<file path="src/rtl/brf_cfg.svh">
// Constants of the bias rail fault and indicator block
// What this block does
// - Mini-buck over-current sets second fault status bit 2.
// - Five-volt rail over-voltage sets second fault status bit 1.
// - Five-volt rail under-voltage sets second fault status bit 0.
// - Under-voltage detection masked by timer from mini-buck soft-start.
// - Gate slew fields: high side bits 4:3, low side bits 2:1.
// - LDO enabled once rail good unless rail enable bit 0 low.
// - LDO target code is six bits, 0.9 V plus 50 mV steps.
// - LDO power-good only raises errors after LDO soft-start completes.
// - LDO under-voltage only drives the LDO fault output; it sets no fault bit and no interrupt.
// - Indicator high only when bias blocks and I2C are ready.
// - Indicator rising edge delayed per indicator control bits 4:3.
// - Indicator control bit 5 high suppresses pulses; resets high.
// - Any fault status bit rising creates an interrupt event.
// - Interrupt drives indicator low for 10 us, then releases.
// - After each pulse wait 480 us for read, else pulse again.
// - Host read of causing register clears both fault registers.
// - Logic state kept through device reset sequence while supply valid.
// - Fault bits still set after reboot resume pulsing at once.
// - Soft thermal shutdown stops main buck only, sets first bit 2.
// - Main buck kept off for hiccup, restarts when temperature low.
// - End of input over-voltage lockout sets first fault bit 0.
// - Hard thermal shutdown sets first fault bit 3.
`ifndef BRF_CFG_SVH
`define BRF_CFG_SVH
`define BRF_CLK_MHZ       100
`define BRF_PULSE_US      10
`define BRF_WAIT_US       480
`define BRF_PULSE_CYC     (`BRF_PULSE_US * `BRF_CLK_MHZ)
`define BRF_WAIT_CYC      (`BRF_WAIT_US * `BRF_CLK_MHZ)
`define BRF_UVMASK_CYC    1000
`define BRF_HICCUP_CYC    100000
`define BRF_DLY0_CYC      0
`define BRF_DLY1_CYC      100
`define BRF_DLY2_CYC      1000
`define BRF_DLY3_CYC      10000
`define BRF_CNT_W         24
`define BRF_F1_OVLO       0
`define BRF_F1_SOFT_TSD   2
`define BRF_F1_HARD_TSD   3
`define BRF_F2_UV         0
`define BRF_F2_OV         1
`define BRF_F2_OC         2
`define BRF_HS_HI         4
`define BRF_HS_LO         3
`define BRF_LS_HI         2
`define BRF_LS_LO         1
`define BRF_DLY_HI        4
`define BRF_DLY_LO        3
`define BRF_IRQ_OFF_BIT   5
`define BRF_LDO_EN_BIT    0
`define BRF_LDO_BASE_MV   900
`define BRF_LDO_STEP_MV   50
`define BRF_SYNC_W        9
`endif

</file>
<file path="src/rtl/brf_pkg.sv">
// Types of the bias rail fault and indicator block
`include "brf_cfg.svh"
package brf_pkg;
  typedef enum logic [1:0] {
    BRF_IDLE  = 2'b00,
    BRF_PULSE = 2'b01,
    BRF_WAIT  = 2'b10
  } brf_irq_st_t;
  typedef logic [`BRF_CNT_W-1:0] brf_cnt_t;
endpackage

</file>
<file path="src/rtl/brf_sync_if.sv">
// Carrier between the top and its synchroniser
`timescale 1ns/1ps
`include "brf_cfg.svh"
interface brf_sync_if;
  logic [`BRF_SYNC_W-1:0] raw;
  logic [`BRF_SYNC_W-1:0] sync;
  modport src (output raw, input sync);
  modport dst (input raw, output sync);
endinterface

</file>
<file path="src/rtl/brf_sync.sv">
// Two-flop synchroniser for analog comparator levels
`timescale 1ns/1ps
`include "brf_cfg.svh"
module brf_sync (
  // Clock and reset
  input wire logic i_clk,
  input wire logic i_resetn,
  // Levels
  brf_sync_if.dst  bus
);
  logic [`BRF_SYNC_W-1:0] meta_r;
  logic [`BRF_SYNC_W-1:0] sync_r;
  always_ff @(posedge i_clk or negedge i_resetn) begin
    if (!i_resetn) begin
      meta_r <= '0;
      sync_r <= '0;
    end else begin
      meta_r <= bus.raw;
      sync_r <= meta_r;
    end
  end
  assign bus.sync = sync_r;
endmodule // brf_sync

</file>
<file path="src/rtl/brf_top.sv">
// Fault flags, bias control and open-drain indicator with interrupts
`timescale 1ns/1ps
`include "brf_cfg.svh"
module brf_top (
  // Clock and power-on reset (supply invalid only)
  input  wire logic       i_clk,
  input  wire logic       i_resetn,
  // Analog comparators (asynchronous)
  input  wire logic       i_minibuck_oc,
  input  wire logic       i_rail_ov,
  input  wire logic       i_rail_uv,
  input  wire logic       i_rail_good,
  input  wire logic       i_ldo_uv,
  input  wire logic       i_ldo_ss_done,
  input  wire logic       i_tsd_soft,
  input  wire logic       i_tsd_hard,
  input  wire logic       i_ovlo,
  // Same-domain status
  input  wire logic       i_softstart_go,
  input  wire logic       i_bias_ready,
  input  wire logic       i_i2c_ready,
  // Register values from the I2C block
  input  wire logic [7:0] i_minibuck_control,
  input  wire logic [7:0] i_rail_enable_control,
  input  wire logic [7:0] i_indicator_control,
  input  wire logic [5:0] i_ldo_voltage_code,
  input  wire logic       i_read_first,
  input  wire logic       i_read_second,
  // Register state back to the I2C block
  output logic [7:0]      o_fault_status_first,
  output logic [7:0]      o_fault_status_second,
  // Analog controls
  output logic [1:0]      o_hs_slew,
  output logic [1:0]      o_ls_slew,
  output logic            o_ldo_enable,
  output logic [11:0]     o_ldo_target_mv,
  output logic            o_main_buck_off,
  output logic            o_ldo_fault,
  // Open-drain indicator: oe low pulls pin low
  output logic            o_bias_good_irq_pin,
  output logic            o_bias_good_irq_pin_oe
);
  ////////////////////////////////////////////////////////////////////
  brf_sync_if sif ();
  assign sif.raw = {i_ovlo, i_tsd_hard, i_tsd_soft, i_ldo_ss_done,
                    i_ldo_uv, i_rail_good, i_rail_uv, i_rail_ov,
                    i_minibuck_oc};
  brf_sync u_sync (
    .i_clk    (i_clk),
    .i_resetn (i_resetn),
    .bus      (sif.dst)
  );
  logic s_oc, s_ov, s_uv, s_good, s_ldo_uv, s_ldo_ss;
  logic s_tsd_soft, s_tsd_hard, s_ovlo;
  assign {s_ovlo, s_tsd_hard, s_tsd_soft, s_ldo_ss, s_ldo_uv, s_good,
          s_uv, s_ov, s_oc} = sif.sync;

  function automatic brf_pkg::brf_cnt_t dly_cycles(input logic [1:0] s);
    case (s)
      2'b00:   dly_cycles = `BRF_CNT_W'(`BRF_DLY0_CYC);
      2'b01:   dly_cycles = `BRF_CNT_W'(`BRF_DLY1_CYC);
      2'b10:   dly_cycles = `BRF_CNT_W'(`BRF_DLY2_CYC);
      default: dly_cycles = `BRF_CNT_W'(`BRF_DLY3_CYC);
    endcase
  endfunction

  ////////////////////////////////////////////////////////////////////
  // Controls
  always_ff @(posedge i_clk or negedge i_resetn) begin
    if (!i_resetn) begin
      o_hs_slew       <= 2'h0;
      o_ls_slew       <= 2'h0;
      o_ldo_enable    <= 1'b0;
      o_ldo_target_mv <= 12'h0000;
    end else begin
      o_hs_slew <= i_minibuck_control[`BRF_HS_HI:`BRF_HS_LO];
      o_ls_slew <= i_minibuck_control[`BRF_LS_HI:`BRF_LS_LO];
      o_ldo_enable <= s_good &&
                      i_rail_enable_control[`BRF_LDO_EN_BIT];
      o_ldo_target_mv <= 12'(`BRF_LDO_BASE_MV) +
          12'(`BRF_LDO_STEP_MV) * {6'h00, i_ldo_voltage_code};
    end
  end

  ////////////////////////////////////////////////////////////////////
  // Under-voltage mask timer from soft-start
  brf_pkg::brf_cnt_t uvm_cnt_r;
  logic              uv_armed;
  always_ff @(posedge i_clk or negedge i_resetn) begin
    if (!i_resetn) begin
      uvm_cnt_r <= '0;
    end else if (i_softstart_go) begin
      uvm_cnt_r <= `BRF_CNT_W'(`BRF_UVMASK_CYC);
    end else if (uvm_cnt_r != '0) begin
      uvm_cnt_r <= uvm_cnt_r - 1'b1;
    end
  end
  assign uv_armed = (uvm_cnt_r == '0) && !i_softstart_go;

  // LDO errors only once active and soft-started
  always_ff @(posedge i_clk or negedge i_resetn) begin
    if (!i_resetn) begin
      o_ldo_fault <= 1'b0;
    end else begin
      o_ldo_fault <= o_ldo_enable && s_ldo_ss && s_ldo_uv;
    end
  end

  ////////////////////////////////////////////////////////////////////
  // Fault flags; reset only on supply loss so they survive reboot
  logic ovlo_d_r;
  logic clr_all;
  logic [7:0] set1, set2;
  always_comb begin
    set1 = 8'h00;
    set2 = 8'h00;
    set1[`BRF_F1_OVLO]     = ovlo_d_r && !s_ovlo;
    set1[`BRF_F1_SOFT_TSD] = s_tsd_soft;
    set1[`BRF_F1_HARD_TSD] = s_tsd_hard;
    set2[`BRF_F2_OC]       = s_oc;
    set2[`BRF_F2_OV]       = s_ov;
    set2[`BRF_F2_UV]       = s_uv && uv_armed;
  end
  always_ff @(posedge i_clk or negedge i_resetn) begin
    if (!i_resetn) begin
      ovlo_d_r              <= 1'b0;
      o_fault_status_first  <= 8'h00;
      o_fault_status_second <= 8'h00;
    end else begin
      ovlo_d_r <= s_ovlo;
      // Set wins over a read-clear in the same cycle
      o_fault_status_first  <= (clr_all ? 8'h00 : o_fault_status_first)
                               | set1;
      o_fault_status_second <= (clr_all ? 8'h00 : o_fault_status_second)
                               | set2;
    end
  end
  logic [7:0] rise1, rise2;
  assign rise1 = set1 & ~o_fault_status_first;
  assign rise2 = set2 & ~o_fault_status_second;

  ////////////////////////////////////////////////////////////////////
  // Soft thermal shutdown hiccup
  brf_pkg::brf_cnt_t hic_cnt_r;
  always_ff @(posedge i_clk or negedge i_resetn) begin
    if (!i_resetn) begin
      hic_cnt_r       <= '0;
      o_main_buck_off <= 1'b0;
    end else if (s_tsd_soft) begin
      hic_cnt_r       <= `BRF_CNT_W'(`BRF_HICCUP_CYC);
      o_main_buck_off <= 1'b1;
    end else if (hic_cnt_r != '0) begin
      hic_cnt_r <= hic_cnt_r - 1'b1;
    end else begin
      o_main_buck_off <= 1'b0;
    end
  end

  ////////////////////////////////////////////////////////////////////
  // Readiness with programmable rising delay
  logic              ready;
  logic              ready_dly_r;
  brf_pkg::brf_cnt_t rdy_cnt_r;
  logic [1:0]        dly_sel;
  assign ready = i_bias_ready && i_i2c_ready && s_good;
  assign dly_sel = i_indicator_control[`BRF_DLY_HI:`BRF_DLY_LO];
  always_ff @(posedge i_clk or negedge i_resetn) begin
    if (!i_resetn) begin
      rdy_cnt_r   <= '0;
      ready_dly_r <= 1'b0;
    end else if (!ready) begin
      rdy_cnt_r   <= '0;
      ready_dly_r <= 1'b0;
    end else if (rdy_cnt_r >= dly_cycles(dly_sel)) begin
      ready_dly_r <= 1'b1;
    end else begin
      rdy_cnt_r <= rdy_cnt_r + 1'b1;
    end
  end

  ////////////////////////////////////////////////////////////////////
  // Interrupt pulse sequencer
  brf_pkg::brf_irq_st_t st_r;
  brf_pkg::brf_cnt_t    irq_cnt_r;
  logic                 irq_on;
  logic                 cause_first_r;
  logic                 pending;
  logic                 cause_read;
  assign irq_on  = !i_indicator_control[`BRF_IRQ_OFF_BIT];
  // Leftover flags restart pulsing after reboot
  assign pending = (|rise1) || (|rise2) ||
                   (|o_fault_status_first) || (|o_fault_status_second);
  assign cause_read = cause_first_r ? i_read_first : i_read_second;
  assign clr_all    = (st_r != brf_pkg::BRF_IDLE) && cause_read;
  always_ff @(posedge i_clk or negedge i_resetn) begin
    if (!i_resetn) begin
      st_r          <= brf_pkg::BRF_IDLE;
      irq_cnt_r     <= '0;
      cause_first_r <= 1'b0;
    end else begin
      case (st_r)
        brf_pkg::BRF_IDLE: begin
          if (irq_on && ready_dly_r && pending) begin
            st_r          <= brf_pkg::BRF_PULSE;
            irq_cnt_r     <= `BRF_CNT_W'(`BRF_PULSE_CYC - 1);
            cause_first_r <= (|rise1) || (|o_fault_status_first);
          end
        end
        brf_pkg::BRF_PULSE: begin
          if (cause_read || !irq_on) begin
            st_r <= brf_pkg::BRF_IDLE;
          end else if (irq_cnt_r == '0) begin
            st_r      <= brf_pkg::BRF_WAIT;
            irq_cnt_r <= `BRF_CNT_W'(`BRF_WAIT_CYC - 1);
          end else begin
            irq_cnt_r <= irq_cnt_r - 1'b1;
          end
        end
        brf_pkg::BRF_WAIT: begin
          if (cause_read || !irq_on) begin
            st_r <= brf_pkg::BRF_IDLE;
          end else if (irq_cnt_r == '0) begin
            st_r      <= brf_pkg::BRF_PULSE;
            irq_cnt_r <= `BRF_CNT_W'(`BRF_PULSE_CYC - 1);
          end else begin
            irq_cnt_r <= irq_cnt_r - 1'b1;
          end
        end
        default: st_r <= brf_pkg::BRF_IDLE;
      endcase
    end
  end

  // Pin: released high only when ready and not pulsing
  always_ff @(posedge i_clk or negedge i_resetn) begin
    if (!i_resetn) begin
      o_bias_good_irq_pin    <= 1'b0;
      o_bias_good_irq_pin_oe <= 1'b0;
    end else begin
      o_bias_good_irq_pin <= 1'b0;
      o_bias_good_irq_pin_oe <= ready_dly_r &&
          (st_r != brf_pkg::BRF_PULSE);
    end
  end

  ////////////////////////////////////////////////////////////////////
  // Pulse length counted apart from the sequencer's own counter
  brf_pkg::brf_cnt_t pulse_len_r;
  logic [15:0]       flags_all;
  assign flags_all = {o_fault_status_first, o_fault_status_second};
  always_ff @(posedge i_clk or negedge i_resetn) begin
    if (!i_resetn) begin
      pulse_len_r <= '0;
    end else if (st_r == brf_pkg::BRF_PULSE) begin
      pulse_len_r <= pulse_len_r + 1'b1;
    end else begin
      pulse_len_r <= '0;
    end
  end
endmodule // brf_top

</file>
<file path="config.mk">
export PLATFORM = sky130hd
export DESIGN_NAME = brf_top
export DESIGN_NICKNAME = d
export VERILOG_FILES = /design/src/rtl/brf_pkg.sv /design/src/rtl/brf_sync_if.sv /design/src/rtl/brf_sync.sv /design/src/rtl/brf_top.sv
export VERILOG_INCLUDE_DIRS = /design/src /design/src/rtl
export SDC_FILE = /design/constraint.sdc
export NUM_CORES = 1
export LEC_CHECK = 0
export ABC_AREA = 1
export BUFFER_PORTS_ARGS = -buffer_cell sky130_fd_sc_hd__buf_2
export CAP_MARGIN = 20
export CORE_MARGIN = 2
export CORE_UTILIZATION = 40
export CTS_BUF_LIST = sky130_fd_sc_hd__clkbuf_16
export DETAILED_ROUTE_END_ITERATION = 12
export PLACE_DENSITY_LB_ADDON = 0.15
export RECOVER_POWER = 50
export SLEW_MARGIN = 20
export SYNTH_ARGS = -nofsm -noshare
export SYNTH_HDL_FRONTEND = slang
export SYNTH_SLANG_ARGS = --single-unit
</file>
<file path="constraint.sdc">
create_clock -name i_clk -period 2.1 [get_ports i_clk]
set_clock_uncertainty 0.15 [all_clocks]
set_input_delay 0 -clock i_clk [delete_from_list [all_inputs] [get_ports i_clk]]
set_output_delay 0 -clock i_clk [all_outputs]
set_load 0.05 [all_outputs]
</file>
; Word-level counts from Yosys, hierarchy flattened
; Index checks and enable logic that the tools add are counted.
[classes]
add_sub_neg = 5
mul = 1
magnitude_cmp = 1
eq_ne = 13
muxes = 27
bitwise = 6
n_reduce_logical = 37
[op_table]
columns = op, n
row1 = $mux W24, 12
row2 = $pmux W24 S3, 1
row3 = $sub A24 B1 Y24 const B, 3
row4 = $logic_not A24 Y1, 2
row5 = $reduce_bool A24 Y1, 2
row6 = $pmux W14 S3, 1
row7 = $reduce_or A8 Y1, 4
row8 = $add A24 B1 Y24 const B, 1
row9 = $ge A24 B24 Y1, 1
row10 = $mux W8, 2
row11 = $not A8 Y8, 2
row12 = $add A10 B12 Y12 const A, 1
row13 = $logic_and A1 B1 Y1, 12
row14 = $mul A5 B6 Y11 const A, 1
row15 = $mux W2, 5
row16 = $and A3 B8 Y8, 1
row17 = $and A4 B8 Y8, 1
row18 = $ne A2 B2 Y1 const B, 4
row19 = $or A8 B3 Y8, 1
row20 = $or A8 B4 Y8, 1
row21 = $ne A2 B1 Y1 const B, 3
row22 = $ne A3 B3 Y1 const B, 2
row23 = $pmux W2 S3, 1
row24 = $reduce_bool A2 Y1, 3
row25 = other kinds (10), 23
[totals]
ff_bits = 155
in_bits = 46
out_inout_bits = 37

; Longest topological paths before layout
[depth]
word_depth = 11
ltp_mapped = 15

; Hierarchy
; A second synthesis with hierarchy kept.
[hier_totals]
cells_unflattened = 1087
hier_area_um2 = 8444.3
[by_module_without_submodules]
columns = module, instances, cells_per_inst, area_each_um2, seq_area_each_um2
row1 = brf_top, 1, 1069, 7993.9, 3153.0
row2 = brf_sync, 1, 18, 450.4, 450.4

; Least setup slack after synthesis
; Ideal clock, no wire load.
[synth_timing]
path_kind = input port to flip-flop
startpoint = in i_ldo_voltage_code[1]
endpoint = reg o_ldo_target_mv[11]
setup_time_ps = 117
arrival_ps = 2107
required_ps = 1833
path_slack_ps = -273
stages = 13
path_buffers = 0
cell_sequence = ha_1 ha_1 ha_1 inv_1 fa_1 nand3b_1 nand2_1 nand2_1 nand2_1 inv_1 or2_1 nand3_1 nand2_1
[synth_between]
elab_chain_cells = 2
[synth_lines]
columns = element, line
row1 = from (decl), brf_top.sv:26  ; input wire logic [5:0] i_ldo_voltage_code,
row2 = $mul A5 B6 Y11, brf_top.sv:81  ; 12'(`BRF_LDO_STEP_MV) * {6'h00, i_ldo_voltage_code};
row3 = $add A10 B12 Y12, brf_top.sv:80  ; o_ldo_target_mv <= 12'(`BRF_LDO_BASE_MV) +
row4 = to (signal assigned), brf_top.sv:80
row5 = to (decl), brf_top.sv:36  ; output logic [11:0] o_ldo_target_mv,
; Every way passes these cells.
; A chain may end at the register's enable or synchronous reset.

; Final worst setup path
[layout_timing]
startpoint = reg uvm_cnt_r[1]
endpoint = reg irq_cnt_r[10]
[layout_between]
elab_chain_cells = 11
[layout_lines]
columns = element, line
row1 = from (decl), brf_top.sv:87  ; brf_pkg::brf_cnt_t uvm_cnt_r;
row2 = from (signal assigned), brf_top.sv:93  ; uvm_cnt_r <= `BRF_CNT_W'(`BRF_UVMASK_CYC);
row3 = from (signal assigned), brf_top.sv:95  ; uvm_cnt_r <= uvm_cnt_r - 1'b1;
row4 = $logic_not A24 Y1, brf_top.sv:98  ; assign uv_armed = (uvm_cnt_r == '0) && !i_softstart_go;
row5 = $logic_and A1 B1 Y1, brf_top.sv:98
row6 = $logic_and A1 B1 Y1, brf_top.sv:122  ; set2[`BRF_F2_UV] = s_uv && uv_armed;
row7 = $and A3 B8 Y8, brf_top.sv:140  ; assign rise2 = set2 & ~o_fault_status_second;
row8 = $reduce_or A8 Y1, brf_top.sv:191  ; assign pending = (|rise1) || (|rise2) ||
row9 = $logic_or A1 B1 Y1 (2 in a row), brf_top.sv:191
row10 = $logic_or A1 B1 Y1, brf_top.sv:192  ; (|o_fault_status_first) || (|o_fault_status_second);
row11 = $logic_and A1 B1 Y1, brf_top.sv:203  ; if (irq_on && ready_dly_r && pending) begin
row12 = $ne A2 B2 Y1 (no source line), --
row13 = $reduce_and A4 Y1 (no source line), --
row14 = to (signal assigned), brf_top.sv:205  ; irq_cnt_r <= `BRF_CNT_W'(`BRF_PULSE_CYC - 1);
row15 = to (signal assigned), brf_top.sv:214  ; irq_cnt_r <= `BRF_CNT_W'(`BRF_WAIT_CYC - 1);
row16 = to (signal assigned), brf_top.sv:216  ; irq_cnt_r <= irq_cnt_r - 1'b1;
row17 = to (decl), brf_top.sv:184  ; brf_pkg::brf_cnt_t irq_cnt_r;
; Every way passes these cells.

==> flow_metrics.py <==
metrics = {
    "clock_tree": {
        "cts_tree": "done",
        "root_buffer": "clkbuf_16",
        "clk_latency_ns": 0.42,
        "clock_path_buffers": 2,
        "numClockSinks": 144,
        "clkSlewWorstSetupHoldPaths_ns": 0.06,
        "htree_levels": 4,
        "numCtsBuffers": 17,
    },
    "timing": {
        "rsz0062_at_grt": "yes",
        "setup_violations": 0,
        "slew_viol_final": 0,
        "clock.fmax_ghz": 0.505,
        "final.min_clock_period_ns": 1.98,
        "slew_headroom": 0.386,
        "worst_slew_pin_slew_ns": 0.921,
        "hold_viol": 0,
        "finalCritPeriodShare": 0.944,
    },
    "setup_path": {
        "crit_fanout": 12,
        "cpPeakStageDelay_ns": 0.39,
        "cp.buffers_inverters": 1,
        "reg2reg_depth": 13,
        "cpMaxStageDelayCell": "dfrtp_1",
        "regToRegSetupSlack_ns": 0.12,
        "timing.rr.start": "uvm_cnt_r[1]",
        "worstSetupEndpointType": "flip-flop",
        "r2r_end": "irq_cnt_r[10]",
        "path_delay_family": "simple AND/OR/NAND/NOR gates",
        "worstPathRequired_ns": 2.26,
        "cp.arrival_ns": 2.15,
        "critical_path_class": "reg2reg",
        "crit_top_cell": "nand2_4",
        "crit_path_start_kind": "flip-flop",
        "crit_chain": "inv_1, ha_2, nand3_1, nor2_2, nand2_2, nor2_4, nand3_4, nand2_4, nand2_4, nand2_8, nand2_4, nand2_1, nand2_1",
    },
    "layout": {
        "layout-drive-gt1-share": 0.173,
        "syn2layout_area_growth_pct": 26.9,
        "fin_cells": 1517,
        "finalNetCount": 1326,
    },
    "placed_design": {
        "portBuffers": 54,
        "dpl.cell_count": 1445,
        "dp_hpwl_um": 14200,
        "gp_congestion": 0.865,
    },
    "global_route": {
        "grt_usage": 0.185,
        "antenna_found_initial": 0,
        "grt_pass1_vias": 6928,
        "gr-total-overflow": 0,
        "grt_first_pass_wirelength_um": 33100,
        "grt_max_degree": 52,
    },
    "floorplanning": {
        "dieHeight_um": 149,
        "rows": 52,
        "core-area_sq_mm": 0.0204,
        "die_x_um": 149,
        "io_pins": 83,
        "initial_core_util": 0.411,
        "dieArea_sq_mm": 0.0221,
    },
    "status": {
        "status": "completed",
    },
    "drt": {
        "wl_um": 19700,
        "drt_iter0_markers": 420,
        "drcViolationCount": 0,
        "ant_nets": 0,
        "dr.pass1.iters": 4,
        "vias_per_cell": 4.73,
        "avgRoutedWirePerCell_um": 13.0,
        "dr_total_vias": 7170,
    },
    "worst_hold_path": {
        "hold_path_depth": 7,
        "hold_path_class": "in2reg",
        "min-delay-start": "i_read_second",
        "hold_end": "st_r[0]",
    },
    "logic_synthesis": {
        "synth-main-ff-cell": "dfrtp_1",
        "synth_top_area_frac": 0.430,
        "yosys.cell_types.count": 45,
        "synth.yosys.seq_area_share": 0.430,
        "synth_seq_cells": 144,
        "netlist_instances": 1072,
        "yosys.area.top_type": "dfrtp_1",
        "syn-cell-area_sq_mm": 0.00838,
        "synth-edff-count": 0,
        "synthTopCellsByArea": "dfrtp_1, nand2_1, nor2_1",
        "async_reset_ff_frac": 1.00,
        "synth.most_common_cell": "nand2_1",
        "avgSynthCellArea_sq_um": 7.82,
        "ys_warn_count": 0,
        "synthTopCellsByCount": "nand2_1, nor2_1, dfrtp_1",
    },
    "power": {
        "ir_drop_mv": 0.601,
        "p_per_area_mw_per_mm2": 917,
        "power_leakage_nw": 5.17,
        "power_mw": 9.75,
    },
    "job": {
        "max_cap_viol_count": 0,
    },
}
## repair_timing
item / in CTS / in global routing
setup endpoints to repair: 0 / 48
hold buffers: 30 / 0
gates resized for setup: 0 / 34
setup buffers: 0 / 7
endpoints found under the hold margin: 201 / 0
## where the power goes
part | switching (mW) | total [mW] | internal, mW
clock | 1.32 | 3.11 | 1.79
sequential | 0.215 | 3.28 | 3.06
combinational | 2.18 | 3.37 | 1.18
total | 3.72 | 9.75 | 6.03
## metrics by stage
step | util | TNS (ns) | area (sq um) | setup slack [ns] | hold slack [ns]
floorplan | - | -0.00266 | 8590 | -0.00266 | -0.446
global route | 0.522 | -0.0903 | 10600 | -0.0209 | 0.0560
CTS | 0.514 | 0 | 10500 | 0.0581 | 0.0166
global placement | 0.470 | -0.621 | 9560 | -0.249 | -0.156
finish | 0.522 | 0 | 10600 | 0.118 | 0.0315
detailed placement | 0.470 | -0.694 | 9560 | -0.259 | -0.159
## sequential cells by signal, indices dropped and copies added, names as in the netlist
signal	flops
o_ldo_enable	1
o_ldo_fault	1
o_hs_slew	2
o_main_buck_off	1
o_fault_status_second	3
rdy_cnt_r	24
o_fault_status_first	3
cause_first_r	1
o_bias_good_irq_pin_oe	1
uvm_cnt_r	24
u_sync.bus.sync	9
o_ls_slew	2
ready_dly_r	1
hic_cnt_r	24
st_r	2
ovlo_d_r	1
irq_cnt_r	24
o_ldo_target_mv	11
u_sync.meta_r	9
## final cells by class
class	count	area, sq um
Clock inverter	15	174
Multi-Input combinational cell	790	4480
Fill cell	1945	9730
Tap cell	270	338
Timing Repair Buffer	163	1160
Antenna cell	1	2.50
Sequential cell	144	3600
Clock buffer	17	425
Inverter	117	443
## worst max-delay path by stage
stage,from,slack [ns],cells after the start,to
global placement,i_ldo_voltage_code[2],-0.25,16,o_ldo_target_mv[11]
global route,hic_cnt_r[0],-0.02,11,hic_cnt_r[17]
CTS,uvm_cnt_r[1],0.06,13,irq_cnt_r[5]
detailed placement,i_ldo_voltage_code[2],-0.26,16,o_ldo_target_mv[11]
finish,uvm_cnt_r[1],0.12,13,irq_cnt_r[10]
floorplan,i_ldo_voltage_code[1],-0.003,11,o_ldo_target_mv[11]
## cell usage in the layout, fill, tap and decap left out, types with 3 or more instances in the layout
master and instances:
ha_4 16, xnor2_1 13, dfrtp_1 144, nand2_4 3, clkinvlp_4 5, nand2_1 236
inv_2 16, o21ai_0 17, conb_1 12, inv_6 5, buf_4 73, clkbuf_1 29
a21oi_1 23, dlygate4sd3_1 30, nor4_1 3, o21ai_1 7, inv_1 99, nand3b_1 6
nor2_2 20, o211ai_1 3, xor2_1 42, or2_1 5, nor3_1 34, nand4_1 18
nor2_1 170, nand3_1 91, nor3b_1 3, nand2_2 6, ha_1 28, buf_2 25
o31ai_1 5, clkbuf_16 17
## cells by family after synthesis
| logic type | count (synthesis) | synth area share |
|---|---|---|
| AO/OA/AOI/OAI | 67 | 0.0470 |
| flip-flops | 144 | 0.430 |
| XOR/XNOR | 57 | 0.0596 |
| AND/OR/NAND/NOR | 605 | 0.314 |
| other | 1 | 0.000448 |
| buffers and inverters | 151 | 0.0779 |
| adder cells (fa/ha/maj) | 47 | 0.0711 |
## worst register-to-register path, stage by stage (launching register included)
cell and delay [ns]:
dfrtp_1 0.39, inv_1 0.08, ha_2 0.18, nand3_1 0.09, nor2_2 0.11, nand2_2 0.07
nor2_4 0.11, nand3_4 0.11, nand2_4 0.11, nand2_4 0.06, nand2_8 0.12, nand2_4 0.14
nand2_1 0.09, nand2_1 0.05
## layer usage
metal | vias up | wire (um) | GRT usage
li1 | 3726 | - | -
met1 | 3297 | 9430 | 0.250
met2 | 137 | 9190 | 0.299
met3 | 10 | 974 | 0.0434
met4 | 0 | 159 | 0.0495
met5 | - | 0 | 0
(Power assumes the default switching activity.)
